**config.mk**
```make
export PLATFORM = sky130hd
export DESIGN_NAME = valve_actuator_modbus_register_bank
export DESIGN_NICKNAME = d
export VERILOG_FILES = /design/src/rtl/valve_bank_pkg.sv /design/src/rtl/valve_actuator_modbus_register_bank.sv
export VERILOG_INCLUDE_DIRS = /design/src /design/src/rtl
export SDC_FILE = /design/constraint.sdc
export NUM_CORES = 1
export LEC_CHECK = 0
export CORE_UTILIZATION = 35
export CTS_CLUSTER_DIAMETER = 150
export DETAILED_ROUTE_END_ITERATION = 12
export DONT_BUFFER_PORTS = 1
export GPL_TIMING_DRIVEN = 0
export PLACE_DENSITY = 0.56
export SYNTH_ARGS = -nofsm -noshare
export SYNTH_HDL_FRONTEND = slang
export SYNTH_SLANG_ARGS = --single-unit
```
**constraint.sdc**
```tcl
create_clock -name core_clk -period 6.5 [get_ports core_clk]
set_input_delay 0.65 -clock core_clk [delete_from_list [all_inputs] [get_ports core_clk]]
set_output_delay 0.65 -clock core_clk [all_outputs]
set_load 0.01 [all_outputs]
```
**src/rtl/valve_bank_regs.svh**
```systemverilog
/*
  Register offsets, function codes and reset values of the
  valve actuator holding-register bank.
  Assumes it is included by bare name from the bank's module.
*/
`ifndef VALVE_BANK_REGS_SVH
`define VALVE_BANK_REGS_SVH

// holding-register offsets (word addresses)
`define ADDR_FAULT_RESET      16'h0001
`define ADDR_RECAL_TRIGGER    16'h0002
`define ADDR_CAL_LOW_POINT    16'h0003
`define ADDR_CAL_HIGH_POINT   16'h0004
`define ADDR_RESERVED_FIRST   16'h0003
`define ADDR_RESERVED_LAST    16'h0007
`define ADDR_TEST_PATTERN     16'h0008
`define ADDR_MEAS_POSITION    16'h0009
`define ADDR_DEMAND_READOUT   16'h000A
`define ADDR_DIAG_FLAGS       16'h000B
`define ADDR_COUNT_WORD0      16'h000C
`define ADDR_COUNT_WORD1      16'h000D

// function codes
`define FC_READ_HOLDING       8'h03
`define FC_WRITE_SINGLE       8'h06
`define FC_WRITE_MULTIPLE     8'h10

// values
`define TEST_PATTERN_VALUE    16'hB38C
`define TRIGGER_VALUE         16'h0001
`define PERCENT_FULL          16'h0064
`define CAL_FLAG_BIT          3'h0
`define ZERO_WORD             16'h0000
`define COUNT_STEP            32'h0000_0001
`define CAL_LOW_DEFAULT       16'h0333
`define CAL_HIGH_DEFAULT      16'h0FFF

`endif

```
**src/rtl/valve_bank_pkg.sv**
```systemverilog
/*
  Types shared by the valve actuator holding-register bank.
  Assumes the register header sits on the include path.
*/
package valve_bank_pkg;

  // answer codes returned beside each response
  typedef enum logic [7:0]
  {
    EXC_NONE         = 8'h00,
    EXC_ILLEGAL_FUNC = 8'h01,
    EXC_ILLEGAL_ADDR = 8'h02,
    EXC_ILLEGAL_DATA = 8'h03
  } exc_code_t;

endpackage

```
**src/rtl/valve_actuator_modbus_register_bank.sv**
```systemverilog
/*
  Holding-register bank of a valve actuator controller. Each request word
  comes from the serial frame decoder as one function code, one word address
  and, for writes, one data word; multi-register frames arrive as a run of
  words with req_first marking the first. Every request gets a response one
  cycle later.
  Assumes the frame decoder, the calibration engine, the position loop and
  the fault logic sit outside and are synchronous to core_clk.
*/
`include "valve_bank_regs.svh"

// Summary of operation
// - writing 1 to recalibrate discards stored calibration and starts recalibration
// - writing 1 to low calibration captures the analog reading as low point
// - writing 1 to high calibration captures the analog reading as high point
// - uncaptured calibration points fall back to built-in defaults
// - calibration writes above one are rejected with an exception
// - reserved addresses read zero and accept reads only
// - test register holds 0xB38C from power up
// - position register reports zero to one hundred percent when calibrated
// - position register reads zero while the calibration flag is clear
// - demand register reports the loop demand, zero to one hundred percent
// - low diagnostic byte holds faults; any fault inhibits actuation
// - high diagnostic byte holds operational status flags
// - 32-bit actuation counter over two registers, plus one per travel
// - writable registers take 0x10, 0x06, 0x03; read-only take 0x03 only
// - fault reset write of 1 acts only with a fault; clears on acknowledge
module valve_actuator_modbus_register_bank
  import valve_bank_pkg::*;
#(
  parameter logic [15:0] CAL_LOW_DEFAULT  = `CAL_LOW_DEFAULT,
  parameter logic [15:0] CAL_HIGH_DEFAULT = `CAL_HIGH_DEFAULT
)
(
  // clock and reset
  input  wire logic        core_clk,
  input  wire logic        resetn,
  // request word from the frame decoder
  input  wire logic        req_valid,
  input  wire logic [7:0]  req_func,
  input  wire logic [15:0] req_addr,
  input  wire logic [15:0] req_wdata,
  input  wire logic        req_first,
  // response word to the frame builder
  output logic             rsp_valid_q,
  output logic [15:0]      rsp_rdata_q,
  output logic             rsp_exc_q,
  output logic [7:0]       rsp_exc_code_q,
  // actuator state
  input  wire logic [15:0] analog_in,
  input  wire logic [15:0] position_pct,
  input  wire logic [15:0] demand_pct,
  input  wire logic [7:0]  fault_flags,
  input  wire logic [7:0]  status_flags,
  input  wire logic        travel_done,
  input  wire logic        recal_ack,
  input  wire logic        fault_reset_ack,
  // actuator control
  output logic             recal_start_q,
  output logic             recal_pending_q,
  output logic [15:0]      cal_low_q,
  output logic [15:0]      cal_high_q,
  output logic             actuation_inhibit_q,
  output logic             fault_reset_req_q
);

  // reset release through two flops; assertion stays asynchronous
  logic rst_meta_q;
  logic rst_n_q;

  always_ff @(posedge core_clk or negedge resetn)
  begin
    if (!resetn)
    begin
      rst_meta_q <= 1'b0;
      rst_n_q    <= 1'b0;
    end
    else
    begin
      rst_meta_q <= 1'b1;
      rst_n_q    <= rst_meta_q;
    end
  end

  // bank state
  logic             rsp_valid_d;
  logic [15:0]      rsp_rdata_d;
  logic             rsp_exc_d;
  exc_code_t        rsp_exc_code_d;
  logic             recal_start_d;
  logic             recal_pending_d;
  logic [15:0]      cal_low_d;
  logic [15:0]      cal_high_d;
  logic             cal_low_set_q;
  logic             cal_low_set_d;
  logic             cal_high_set_q;
  logic             cal_high_set_d;
  logic             cal_low_reg_q;
  logic             cal_low_reg_d;
  logic             cal_high_reg_q;
  logic             cal_high_reg_d;
  logic             actuation_inhibit_d;
  logic             fault_reset_req_d;
  logic [31:0]      count_q;
  logic [31:0]      count_d;
  logic [31:0]      snap_q;
  logic [31:0]      snap_d;

  // request decode
  logic             is_read;
  logic             is_write;
  logic             writable;
  logic             readable;
  logic [15:0]      read_word;
  logic [31:0]      count_view;
  logic [15:0]      pos_clamped;
  logic [15:0]      dem_clamped;
  logic             cal_addr;

  // readouts: position forced to zero while uncalibrated, both capped at full scale
  always_comb
  begin
    pos_clamped = (position_pct > `PERCENT_FULL) ? `PERCENT_FULL : position_pct;
    if (!status_flags[`CAL_FLAG_BIT])
      pos_clamped = `ZERO_WORD;
    dem_clamped = (demand_pct > `PERCENT_FULL) ? `PERCENT_FULL : demand_pct;
  end

  // address and function decode
  always_comb
  begin
    is_read    = (req_func == `FC_READ_HOLDING);
    is_write   = (req_func == `FC_WRITE_SINGLE) || (req_func == `FC_WRITE_MULTIPLE);
    cal_addr   = (req_addr == `ADDR_CAL_LOW_POINT) || (req_addr == `ADDR_CAL_HIGH_POINT);
    // the calibration pair overlaps the reserved span and takes precedence there
    writable   = (req_addr == `ADDR_FAULT_RESET) || (req_addr == `ADDR_RECAL_TRIGGER)
                 || cal_addr;
    readable   = writable
                 || ((req_addr >= `ADDR_RESERVED_FIRST) && (req_addr <= `ADDR_COUNT_WORD1));
    // first word of a request sees the live count, later words the snapshot
    count_view = req_first ? count_q : snap_q;
    unique case (req_addr)
      `ADDR_FAULT_RESET:    read_word = {15'h0000, fault_reset_req_q};
      `ADDR_RECAL_TRIGGER:  read_word = {15'h0000, recal_pending_q};
      `ADDR_CAL_LOW_POINT:  read_word = {15'h0000, cal_low_reg_q};
      `ADDR_CAL_HIGH_POINT: read_word = {15'h0000, cal_high_reg_q};
      `ADDR_TEST_PATTERN:   read_word = `TEST_PATTERN_VALUE;
      `ADDR_MEAS_POSITION:  read_word = pos_clamped;
      `ADDR_DEMAND_READOUT: read_word = dem_clamped;
      `ADDR_DIAG_FLAGS:     read_word = {status_flags, fault_flags};
      `ADDR_COUNT_WORD0:    read_word = count_view[15:0];
      `ADDR_COUNT_WORD1:    read_word = count_view[31:16];
      default:              read_word = `ZERO_WORD;
    endcase
  end

  // next values of every register of the bank
  always_comb
  begin
    rsp_valid_d         = req_valid;
    rsp_rdata_d         = `ZERO_WORD;
    rsp_exc_d           = 1'b0;
    rsp_exc_code_d      = EXC_NONE;
    recal_start_d       = 1'b0;
    recal_pending_d     = recal_pending_q;
    cal_low_set_d       = cal_low_set_q;
    cal_high_set_d      = cal_high_set_q;
    cal_low_reg_d       = cal_low_reg_q;
    cal_high_reg_d      = cal_high_reg_q;
    cal_low_d           = cal_low_q;
    cal_high_d          = cal_high_q;
    fault_reset_req_d   = fault_reset_req_q;
    snap_d              = snap_q;
    actuation_inhibit_d = |fault_flags;
    // one step per completed travel, so a full close-open-close adds two
    count_d             = count_q + (travel_done ? `COUNT_STEP : 32'h0000_0000);

    // acknowledges clear pending requests; a new write in the same cycle wins below
    if (recal_ack)
      recal_pending_d = 1'b0;
    if (fault_reset_ack)
      fault_reset_req_d = 1'b0;

    if (req_valid)
    begin
      if (!is_read && !is_write)
      begin
        rsp_exc_d      = 1'b1;
        rsp_exc_code_d = EXC_ILLEGAL_FUNC;
      end
      else if (!readable)
      begin
        rsp_exc_d      = 1'b1;
        rsp_exc_code_d = EXC_ILLEGAL_ADDR;
      end
      else if (is_write && !writable)
      begin
        // read-only and reserved words refuse every write
        rsp_exc_d      = 1'b1;
        rsp_exc_code_d = EXC_ILLEGAL_FUNC;
      end
      else if (is_write && cal_addr && (req_wdata > `TRIGGER_VALUE))
      begin
        rsp_exc_d      = 1'b1;
        rsp_exc_code_d = EXC_ILLEGAL_DATA;
      end
      else if (is_read)
      begin
        rsp_rdata_d = read_word;
        if (req_first && ((req_addr == `ADDR_COUNT_WORD0) || (req_addr == `ADDR_COUNT_WORD1)))
          snap_d = count_q;
      end
      else
      begin
        // accepted write: echo the data word
        rsp_rdata_d = req_wdata;
        unique case (req_addr)
          `ADDR_FAULT_RESET:
          begin
            // without a fault the request is dropped silently
            if ((req_wdata == `TRIGGER_VALUE) && (|fault_flags))
              fault_reset_req_d = 1'b1;
          end
          `ADDR_RECAL_TRIGGER:
          begin
            if (req_wdata == `TRIGGER_VALUE)
            begin
              recal_start_d   = 1'b1;
              recal_pending_d = 1'b1;
              cal_low_set_d   = 1'b0;
              cal_high_set_d  = 1'b0;
              cal_low_reg_d   = 1'b0;
              cal_high_reg_d  = 1'b0;
            end
          end
          `ADDR_CAL_LOW_POINT:
          begin
            cal_low_reg_d = req_wdata[0];
            if (req_wdata[0])
            begin
              cal_low_d     = analog_in;
              cal_low_set_d = 1'b1;
            end
          end
          `ADDR_CAL_HIGH_POINT:
          begin
            cal_high_reg_d = req_wdata[0];
            if (req_wdata[0])
            begin
              cal_high_d     = analog_in;
              cal_high_set_d = 1'b1;
            end
          end
          default:
          begin
            rsp_rdata_d = req_wdata;
          end
        endcase
      end
    end

    // points never captured, or discarded by recalibration, use the defaults
    if (!cal_low_set_d)
      cal_low_d = CAL_LOW_DEFAULT;
    if (!cal_high_set_d)
      cal_high_d = CAL_HIGH_DEFAULT;
  end

  // registers of the bank
  always_ff @(posedge core_clk or negedge rst_n_q)
  begin
    if (!rst_n_q)
    begin
      rsp_valid_q         <= 1'b0;
      rsp_rdata_q         <= `ZERO_WORD;
      rsp_exc_q           <= 1'b0;
      rsp_exc_code_q      <= EXC_NONE;
      recal_start_q       <= 1'b0;
      recal_pending_q     <= 1'b0;
      cal_low_set_q       <= 1'b0;
      cal_high_set_q      <= 1'b0;
      cal_low_reg_q       <= 1'b0;
      cal_high_reg_q      <= 1'b0;
      cal_low_q           <= CAL_LOW_DEFAULT;
      cal_high_q          <= CAL_HIGH_DEFAULT;
      actuation_inhibit_q <= 1'b0;
      fault_reset_req_q   <= 1'b0;
      count_q             <= 32'h0000_0000;
      snap_q              <= 32'h0000_0000;
    end
    else
    begin
      rsp_valid_q         <= rsp_valid_d;
      rsp_rdata_q         <= rsp_rdata_d;
      rsp_exc_q           <= rsp_exc_d;
      rsp_exc_code_q      <= rsp_exc_code_d;
      recal_start_q       <= recal_start_d;
      recal_pending_q     <= recal_pending_d;
      cal_low_set_q       <= cal_low_set_d;
      cal_high_set_q      <= cal_high_set_d;
      cal_low_reg_q       <= cal_low_reg_d;
      cal_high_reg_q      <= cal_high_reg_d;
      cal_low_q           <= cal_low_d;
      cal_high_q          <= cal_high_d;
      actuation_inhibit_q <= actuation_inhibit_d;
      fault_reset_req_q   <= fault_reset_req_d;
      count_q             <= count_d;
      snap_q              <= snap_d;
    end
  end

endmodule

```
* Word-level counts from Yosys, hierarchy flattened
Index checks and enable logic that the tools add are counted.
** Storage, ports and cells
- Bits in registers :: 132
- Bits of input ports :: 111
** Operators by class
- Add/subtract/negate cells :: 1
- Order comparisons :: 5
- Eq/ne operators :: 31
- Mux-type cells :: 86
- Bitwise gates (word level) :: 4
- Reductions and logical operators :: 24
** Operators by type and width (count)
- $mux 16 :: 26
- $pmux 16 s10 :: 1
- $eq 16x4->1 const B :: 6
- $mux 1 :: 49
- $add 32x1->32 :: 1
- $eq 16x1->1 const B :: 2
- $eq 16x2->1 const B :: 2
- $gt 16x7->1 const B :: 2
- $mux 32 :: 1
- $reduce_and 8->1 :: 4
- $ne 2x2->1 const B :: 12
- $eq 16x3->1 const B :: 1
- $ge 16x2->1 const B :: 1
- $gt 16x1->1 const B :: 1
- $le 16x4->1 const B :: 1
- $mux 2 :: 5
- $ne 2x1->1 const B :: 5
- $eq 8x2->1 const B :: 1
- $eq 8x3->1 const B :: 1
- $eq 8x5->1 const B :: 1
- $pmux 1 s2 :: 4
- $reduce_or 8->1 :: 1
- $logic_and 1x1->1 :: 7
- $reduce_and 7->1 :: 1
- other kinds (4) :: 15

* Logic depth before layout (Yosys ltp)
Gate-level depths: netlist of the first run.
- Word-level depth :: 11
- Mapped depth :: 8

* Worst setup path after synthesis of the first run
No wires, ideal clock.
- Kind :: input to register
- Start point :: input req_addr[7]
- End point :: register snap_q[29]
- Library setup time :: 0.128 ns
- Data arrival time :: 2.533 ns
- Setup slack :: 3.839 ns
- Cell stages on the path :: 6
- Cells stage by stage :: or4_1 -> or4_4 -> nand2_1 -> nand4_4 -> buf_6 -> mux2_1
** Between the ends
- Longest elaborated chain between the ends :: 7
- Elaborated cells on any way between the ends :: 22
- Classes of those cells :: order compare (2); eq/ne (6); bitwise (2); reduce/logical (12)
** Ends and longest elaborated chain
- start, declared :: RTL line valve_actuator_modbus_register_bank.sv:41 : input wire logic [15:0] req_addr,
- branches (longest 6 deep; another with $ge 16x2->1)
- $reduce_and 7->1 (no line) *
- end signal, assigned :: RTL line valve_actuator_modbus_register_bank.sv:308 : snap_q <= snap_d;
- end, declared :: RTL line valve_actuator_modbus_register_bank.sv:106 : logic [31:0] snap_q;
Every way passes the cells marked *.
A chain may end at the register's enable or synchronous reset.

* Worst setup path in the final report of the first run
- Start point :: input req_wdata[1]
- End point :: register rsp_rdata_q[11]
** Between the ends
- Longest elaborated chain between the ends :: 7
** Ends and longest elaborated chain
- start, declared :: RTL line valve_actuator_modbus_register_bank.sv:42 : input wire logic [15:0] req_wdata,
- $gt 16x1->1 (no line)
- $logic_and 1x1->1 :: RTL line valve_actuator_modbus_register_bank.sv:202 : else if (is_write && cal_addr && (req_wdata > `TRIGGER_VALUE))
- $mux 16 :: RTL line valve_actuator_modbus_register_bank.sv:202
- $mux 16 :: RTL line valve_actuator_modbus_register_bank.sv:196 : else if (is_write && !writable)
- $mux 16 :: RTL line valve_actuator_modbus_register_bank.sv:191 : else if (!readable)
- $mux 16 :: RTL line valve_actuator_modbus_register_bank.sv:186 : if (!is_read && !is_write)
- $mux 16 :: RTL line valve_actuator_modbus_register_bank.sv:184 : if (req_valid)
- via rsp_rdata_d[11] :: RTL line valve_actuator_modbus_register_bank.sv:87 : logic [15:0] rsp_rdata_d;
- end signal, assigned :: RTL line valve_actuator_modbus_register_bank.sv:275 : rsp_rdata_q <= `ZERO_WORD;
- end signal, assigned :: RTL line valve_actuator_modbus_register_bank.sv:294 : rsp_rdata_q <= rsp_rdata_d;
- end, declared :: RTL line valve_actuator_modbus_register_bank.sv:46 : output logic [15:0] rsp_rdata_q,
The timed path passes the listed nets, and every way through them passes these cells.

==> run metrics, run 1 <==
core area about 18,000 sq um; GRT overflow 0; Post-DP HPWL 14,100 um; Critical Path RT about 6.8 ns; Sw Share 0.246; GPL Wtd Cong 0.864; first-pass GRT wire length between 20,000 and 30,000 um; share of synthesized flip-flops with an asynchronous set or reset 1.00; Area growth syn-to-layout 14.9%; fin util 0.409; Worst Hold Class input pin to flop; Starting Density 0.356; CP Class input pin to flop; TritonCTS clock tree yes; worst-case hold slack about 0.26 ns; pre-CTS setup slack 3.11 ns; Mean Syn Cell Area 10.6 sq um; final hold violations 0; post-synthesis sequential element count 126; Post-CTS Setup Inserts 0; routing usage on met3 0.0552; gr busiest metal met2; clk buf depth 2; DIE AREA between 15,000 and 20,000 sq um; drt first-iter violations 280; Netlist cell types 64; Max FO, Critical Path 10; Design Power roughly 1.9 mW; PortBufs 0; Max IR drop VDD approximately 0.23 mV; crit path capture type flop; worst setup path startpoint req_wdata[1]; pin count of the biggest net entering global routing between 70 and 80; P_int 1.42 mW; post-cts sizing count 0; Final WS setup approximately 3.4 ns; Post-DRT Antenna Nets 0; Vias 4,934; Seq/Total Area, Yosys 0.497; status complete, no violations; Sink Count 126; DRC errors left 0; antenna violations before repair 0; Max Freq 326 MHz; gr usage total 0.198; final wirelength between 15,000 and 20,000 um; max-slew violations 0; Slew @ Worst Pin between 1 and 1.5 ns; EDFF count, synth 0; Netlist Area Pre-Place approximately 6400 sq um; antenna cells 0; period utilisation layout 0.472; vias in the first global route between 4,000 and 5,000; LEAKAGE between 3 and 4 nW; fill count about 1,700; final setup TNS 0 ns; most frequent cells in the layout 107 x dfrtp_1, 63 x nand2_1, 40 x nor2_1, 30 x o21ai_0, 29 x mux2i_1; GR Util met2 0.336; share of layout cells above drive strength 1 0.163; MaxCap Viol Count 0; Worst R2R Start count_q[6]$_DFF_PN0_; io pins ~170; drt wl/cell around 21 um; yosys synthesis warning count 0; top_reg_cell synth dfrtp_1; commonest non-fill, non-tap cell in the layout dfrtp_1; Slew Limit Headroom 0.221; Startpoint Class input pin; vias per inst about 5.7; DP Area 6730 sq um; final instance area approximately 7300 sq um; Period minus WS final around 3 ns; Seq pwr share 0.448; clock root cell clkbuf_16; placement row count a little under 50; setup violators final 0; PwrDens 257 nW/um^2; crit path DAT about 3.4 ns; overall die height 137 um; Final nets 740; Worst-path clk slew 0.06 ns; CTS H-tree depth 4; Non-Filler Instances between 800 and 900; HP Start req_valid; Clock Skews about 0.0063 ns; Combinational Power Share 0.048; Cells after Synth between 600 and 700; GR Util met1 0.244; Clk Latency, worst-skew pair 0.42 ns; drt first pass iters 5; RSZ-0062 raised after global routing no; net switching power roughly 0.46 mW; total CTS buffers 17; die width approximately 140 um; DP Cell Count roughly 840; Clk pwr share 0.505
-- state kept, by name, indices dropped and copies added, names as in the netlist, 2 cells and up --
name and flops:
cal_high_q 16, cal_low_q 16, snap_q 32, rsp_exc_code_q 2
count_q 32, rsp_rdata_q 16
-- critical path, stage by stage --
cell and delay [ns]:
nor4_1 0.49, nand4_1 0.49, a2111oi_0 0.72, buf_2 0.37, buf_1 0.43, nand2_1 0.10
o21ai_0 0.13
-- final timing paths --
check                                                 end  slack [ns]  cells past startpoint
worst max-delay path            rsp_rdata_q[11]$_DFF_PN0_        3.43                      7
worst min-delay path                rsp_valid_q$_DFF_PN0_        0.26                      0
worst max register to register      count_q[31]$_DFF_PN0_        3.99                      6
worst min register to register          rst_n_q$_DFF_PN0_        0.35                      0
max in group asynchronous       cal_high_q[3]$_DFFE_PN1P_        5.25                      1
min in group asynchronous           snap_q[1]$_DFFE_PN0P_        0.41                      0
-- cell type report --
cell class / instances / area, sq um / share of cell area
sequential: 126 / 3180 / 0.433
tap: 229 / 287 / 0.0390
timing repair buffer: 2 / 37.5 / 0.00511
multi-input combinational: 434 / 3020 / 0.411
clock buffer: 19 / 475 / 0.0647
clock inverter: 13 / 123 / 0.0167
inverter: 14 / 52.6 / 0.00716
buffer: 32 / 170 / 0.0232
-- synthesized netlist by cell type, types with 14 or more instances --
master | instances | area, sq um
nor2_1 | 40 | 150
o21ai_0 | 30 | 150
mux2_4 | 27 | 405
dfrtp_1 | 108 | 2700
dfstp_2 | 18 | 473
nor4_1 | 17 | 106
clkbuf_1 | 16 | 60.1
nand3_1 | 17 | 85.1
xnor2_1 | 21 | 184
mux2i_1 | 29 | 290
nand2_1 | 63 | 236
nor3_1 | 14 | 70.1
a21oi_1 | 20 | 100
inv_1 | 14 | 52.6
o22ai_1 | 17 | 106
-- per-layer routing --
metal / wire length, um / vias up
met1: 7740 / 2450
met4: 240 / 0
met5: 0 / -
met2: 9000 / 214
li1: - / 2250
met3: 1380 / 20
-- cells by family after synthesis --
logic type	after synthesis	synth area share
other	2	0.00117
AND/OR/NAND/NOR	213	0.175
adder cells (fa/ha/maj)	2	0.00391
buffers and inverters	46	0.0348
AO/OA/AOI/OAI	119	0.123
multiplexers	63	0.125
XOR/XNOR	30	0.0411
flip-flops	126	0.497
-- what timing repair did --
item	4_1_cts	5_1_grt
setup endpoints to repair	0	0
hold buffers	1	0
hold endpoints to repair	2	0
-- power groups by stage --
stage / clock, mW / sequential, mW / combinational (mW)
final: 0.953 / 0.845 / 0.0903
after CTS: 0.969 / 0.845 / 0.0905
after global routing: 1.01 / 0.849 / 0.101
after floorplan: 0 / 0.855 / 0.0647
after global placement: 0 / 0.865 / 0.0776
after detailed placement: 0 / 0.859 / 0.0893
(Power assumes the default switching activity.)
==> inputs of run 2 (changes only) <==
==> constraint.sdc (replaced) <==
create_clock -name core_clk -period 3 [get_ports core_clk]
set_input_delay 0.3 -clock core_clk [delete_from_list [all_inputs] [get_ports core_clk]]
set_output_delay 0.3 -clock core_clk [all_outputs]
set_load 0.01 [all_outputs]
==> run metrics, run 2 (same netlist as run 1, synthesis figures left out) <==
setup violators final 0 (unchanged); RSZ-0062 raised after global routing no (unchanged); CTS H-tree depth 4 (unchanged); pin count of the biggest net entering global routing 54 (was 71); Max Freq 370 MHz; Seq pwr share 0.434 (was 0.448); fin util 0.420 (was 0.409); HP Start req_wdata[15] (was req_valid); Max IR drop VDD 0.376 mV (was 0.227 mV); antenna cells 0 (unchanged); placement row count 49 (unchanged); Non-Filler Instances 885 (was 869); status complete, no violations (unchanged); commonest non-fill, non-tap cell in the layout dfrtp_1 (unchanged); share of layout cells above drive strength 1 0.159 (was 0.163); die width 137 um (unchanged); GRT overflow 0 (unchanged); Worst R2R Start count_q[6]$_DFF_PN0_ (unchanged); gr usage total 0.204 (was 0.198); drt first-iter violations 300 (was 280); Hold Path End rsp_rdata_q[15]$_DFF_PN0_ (was rsp_valid_q$_DFF_PN0_); final wirelength 18,700 um (was 18,400 um); reg2reg end count_q[31]$_DFF_PN0_ (unchanged); DIE AREA 18,800 sq um (unchanged); CP max-delay cell a2111oi_0 (unchanged); CP peak stage delay 0.69 ns (was 0.72 ns); period utilisation layout 0.901; multi-input logic area 3020 sq um (about the same); GPL Wtd Cong 0.868 (was 0.864); Post-DRT Antenna Nets 0 (unchanged); Clock Skews 0.00832 ns (was 0.00630 ns); CP Class input pin to flop (unchanged); LEAKAGE 3.25 nW (was 3.16 nW); Clk Latency, worst-skew pair 0.42 ns (about the same); vias in the first global route 5,023 (was 4,978); most frequent cells in the layout 107 x dfrtp_1, 63 x nand2_1, 40 x nor2_1, 30 x o21ai_0, 29 x mux2i_1 (unchanged); clk buf depth 2 (unchanged); first-pass GRT wire length 28,300 um (was 27,700 um); vias per inst 5.59 (was 5.68); pre-CTS setup slack -0.0725 ns (was 3.11 ns); Worst-path clk slew 0.06 ns (about the same); final setup TNS 0 ns (unchanged); Period minus WS final 2.70 ns; sequential cell area 3180 sq um (unchanged); Post-DP HPWL 14,000 um (was 14,100 um); Final WS setup 0.297 ns (was 3.43 ns); Area growth syn-to-layout 18.1% (was 14.9%); MaxCap Viol Count 0 (unchanged); crit path capture type flop (unchanged); PwrDens 556 nW/um^2 (was 257 nW/um^2); fill count 1,702 (was 1,731); overall die height 137 um (unchanged); Sink Count 126 (unchanged); Worst Hold Class input pin to flop (unchanged); Combinational Power Share 0.055 (was 0.048); TritonCTS clock tree yes (unchanged); Critical Path RT 3.35 ns (was 6.81 ns); Register-to-Register Path Depth 6 (unchanged); drt wl/cell 21.1 um (about the same); PortBufs 0 (unchanged); Max FO, Critical Path 10 (unchanged); drt first pass iters 5 (unchanged); total CTS buffers 17 (unchanged); Starting Density 0.356 (unchanged); Vias 4,951 (was 4,934); Slew @ Worst Pin 1.33 ns (was 1.16 ns); final hold violations 0 (unchanged); r2r setup slk 0.48 ns (was 3.99 ns); antenna violations before repair 0 (unchanged); crit path DAT 3.05 ns (was 3.38 ns); max-slew violations 0 (unchanged); io pins 173 (unchanged); DP Cell Count 837 (was 836); P_int 3.17 mW (was 1.42 mW); DRC errors left 0 (unchanged); Clk pwr share 0.511 (was 0.505); Final nets 756 (was 740); Sw Share 0.244 (was 0.246); Slew Limit Headroom 0.106 (was 0.221); net switching power 1.02 mW (was 0.464 mW); Hold Crit Depth 2 (was 0); Largest regs count_q x32, snap_q x32 (unchanged); clock root cell clkbuf_16 (unchanged); CP Cell Sequence nor4_1, nand4_1, a2111oi_0, buf_2, buf_1, nand2_1, o21ai_0 (unchanged); Startpoint Class input pin (unchanged); core area 18,000 sq um (unchanged)
==> run 2: cell count changes in the layout (fill, tap and decap cells not counted), sizes merged <==
cell	before	now
buf	17	18
clkinv	6	5
dlygate4sd3	1	16
clkbuf	35	38
bufinv	1	0
inv	20	19
==> run 2: metal layers <==
layer  vias to the layer above  global-route usage  wire length (um)
li1                       2274                   -                 -
met1                      2421               0.250              7760
met2                       230               0.335              8990
met3                        26              0.0644              1540
met4                         0              0.0775               391
met5                         -                   0                 0
==> run 2: worst max-delay path by stage <==
stage            startpoint                       end  slack (ns)  cells past startpoint
6_report       req_wdata[1]  rsp_rdata_q[6]$_DFF_PN0_        0.30                      7
5_1_grt        req_wdata[1]  rsp_rdata_q[6]$_DFF_PN0_        0.18                      7
4_1_cts        req_wdata[1]  rsp_rdata_q[6]$_DFF_PN0_        0.35                      7
3_5_place_dp   req_wdata[1]  rsp_rdata_q[6]$_DFF_PN0_       -0.07                      7
3_3_place_gp   req_wdata[1]  rsp_rdata_q[6]$_DFF_PN0_       -0.08                      7
2_1_floorplan   req_addr[7]    snap_q[29]$_DFFE_PN0P_        0.69                      6
==> run 2: critical path, delay by kind of cell <==
family	cells	cell delay [ns]
AOI/OAI and AO/OA	2	0.79
buffers and inverters	2	0.81
and+or+nand+nor	3	1.13
==> run 2: power by group through the flow <==
stage                     clock [mW]  sequential, mW  combinational, mW
final                           2.14            1.82              0.230
after detailed placement           0            1.85              0.210
after CTS                       2.18            1.82              0.231
after floorplan                    0            1.85              0.140
after global placement             0            1.87              0.168
after global routing            2.27            1.83              0.258
==> run 2: metrics by stage <==
| stage | power (mW) | cell area [sq um] | hold slack [ns] |
|---|---|---|---|
| floorplan | 1.99 | 6410 | 0.00441 |
| finish | 4.20 | 7550 | 0.0166 |
| global placement | 2.04 | 6700 | 0.00450 |
| CTS | 4.23 | 7550 | 0.000244 |
| detailed placement | 2.06 | 6760 | 0.00450 |
| global route | 4.36 | 7550 | 0.00679 |
==> run 2: final cells by class <==
type,instances,share of cell area
Buffer,32,0.0225
Clock buffer,22,0.0729
Clock inverter,10,0.0108
Inverter,14,0.00696
Multi-Input combinational cell,434,0.399
Sequential cell,126,0.421
Tap cell,229,0.0379
Timing Repair Buffer,18,0.0285
==> run 2: timing repair <==
action | 4_1_cts | 5_1_grt
hold endpoints to repair | 17 | 0
gates resized for setup | 0 | 0
hold buffers | 16 | 0
setup buffers | 0 | 0
setup endpoints to repair | 0 | 0
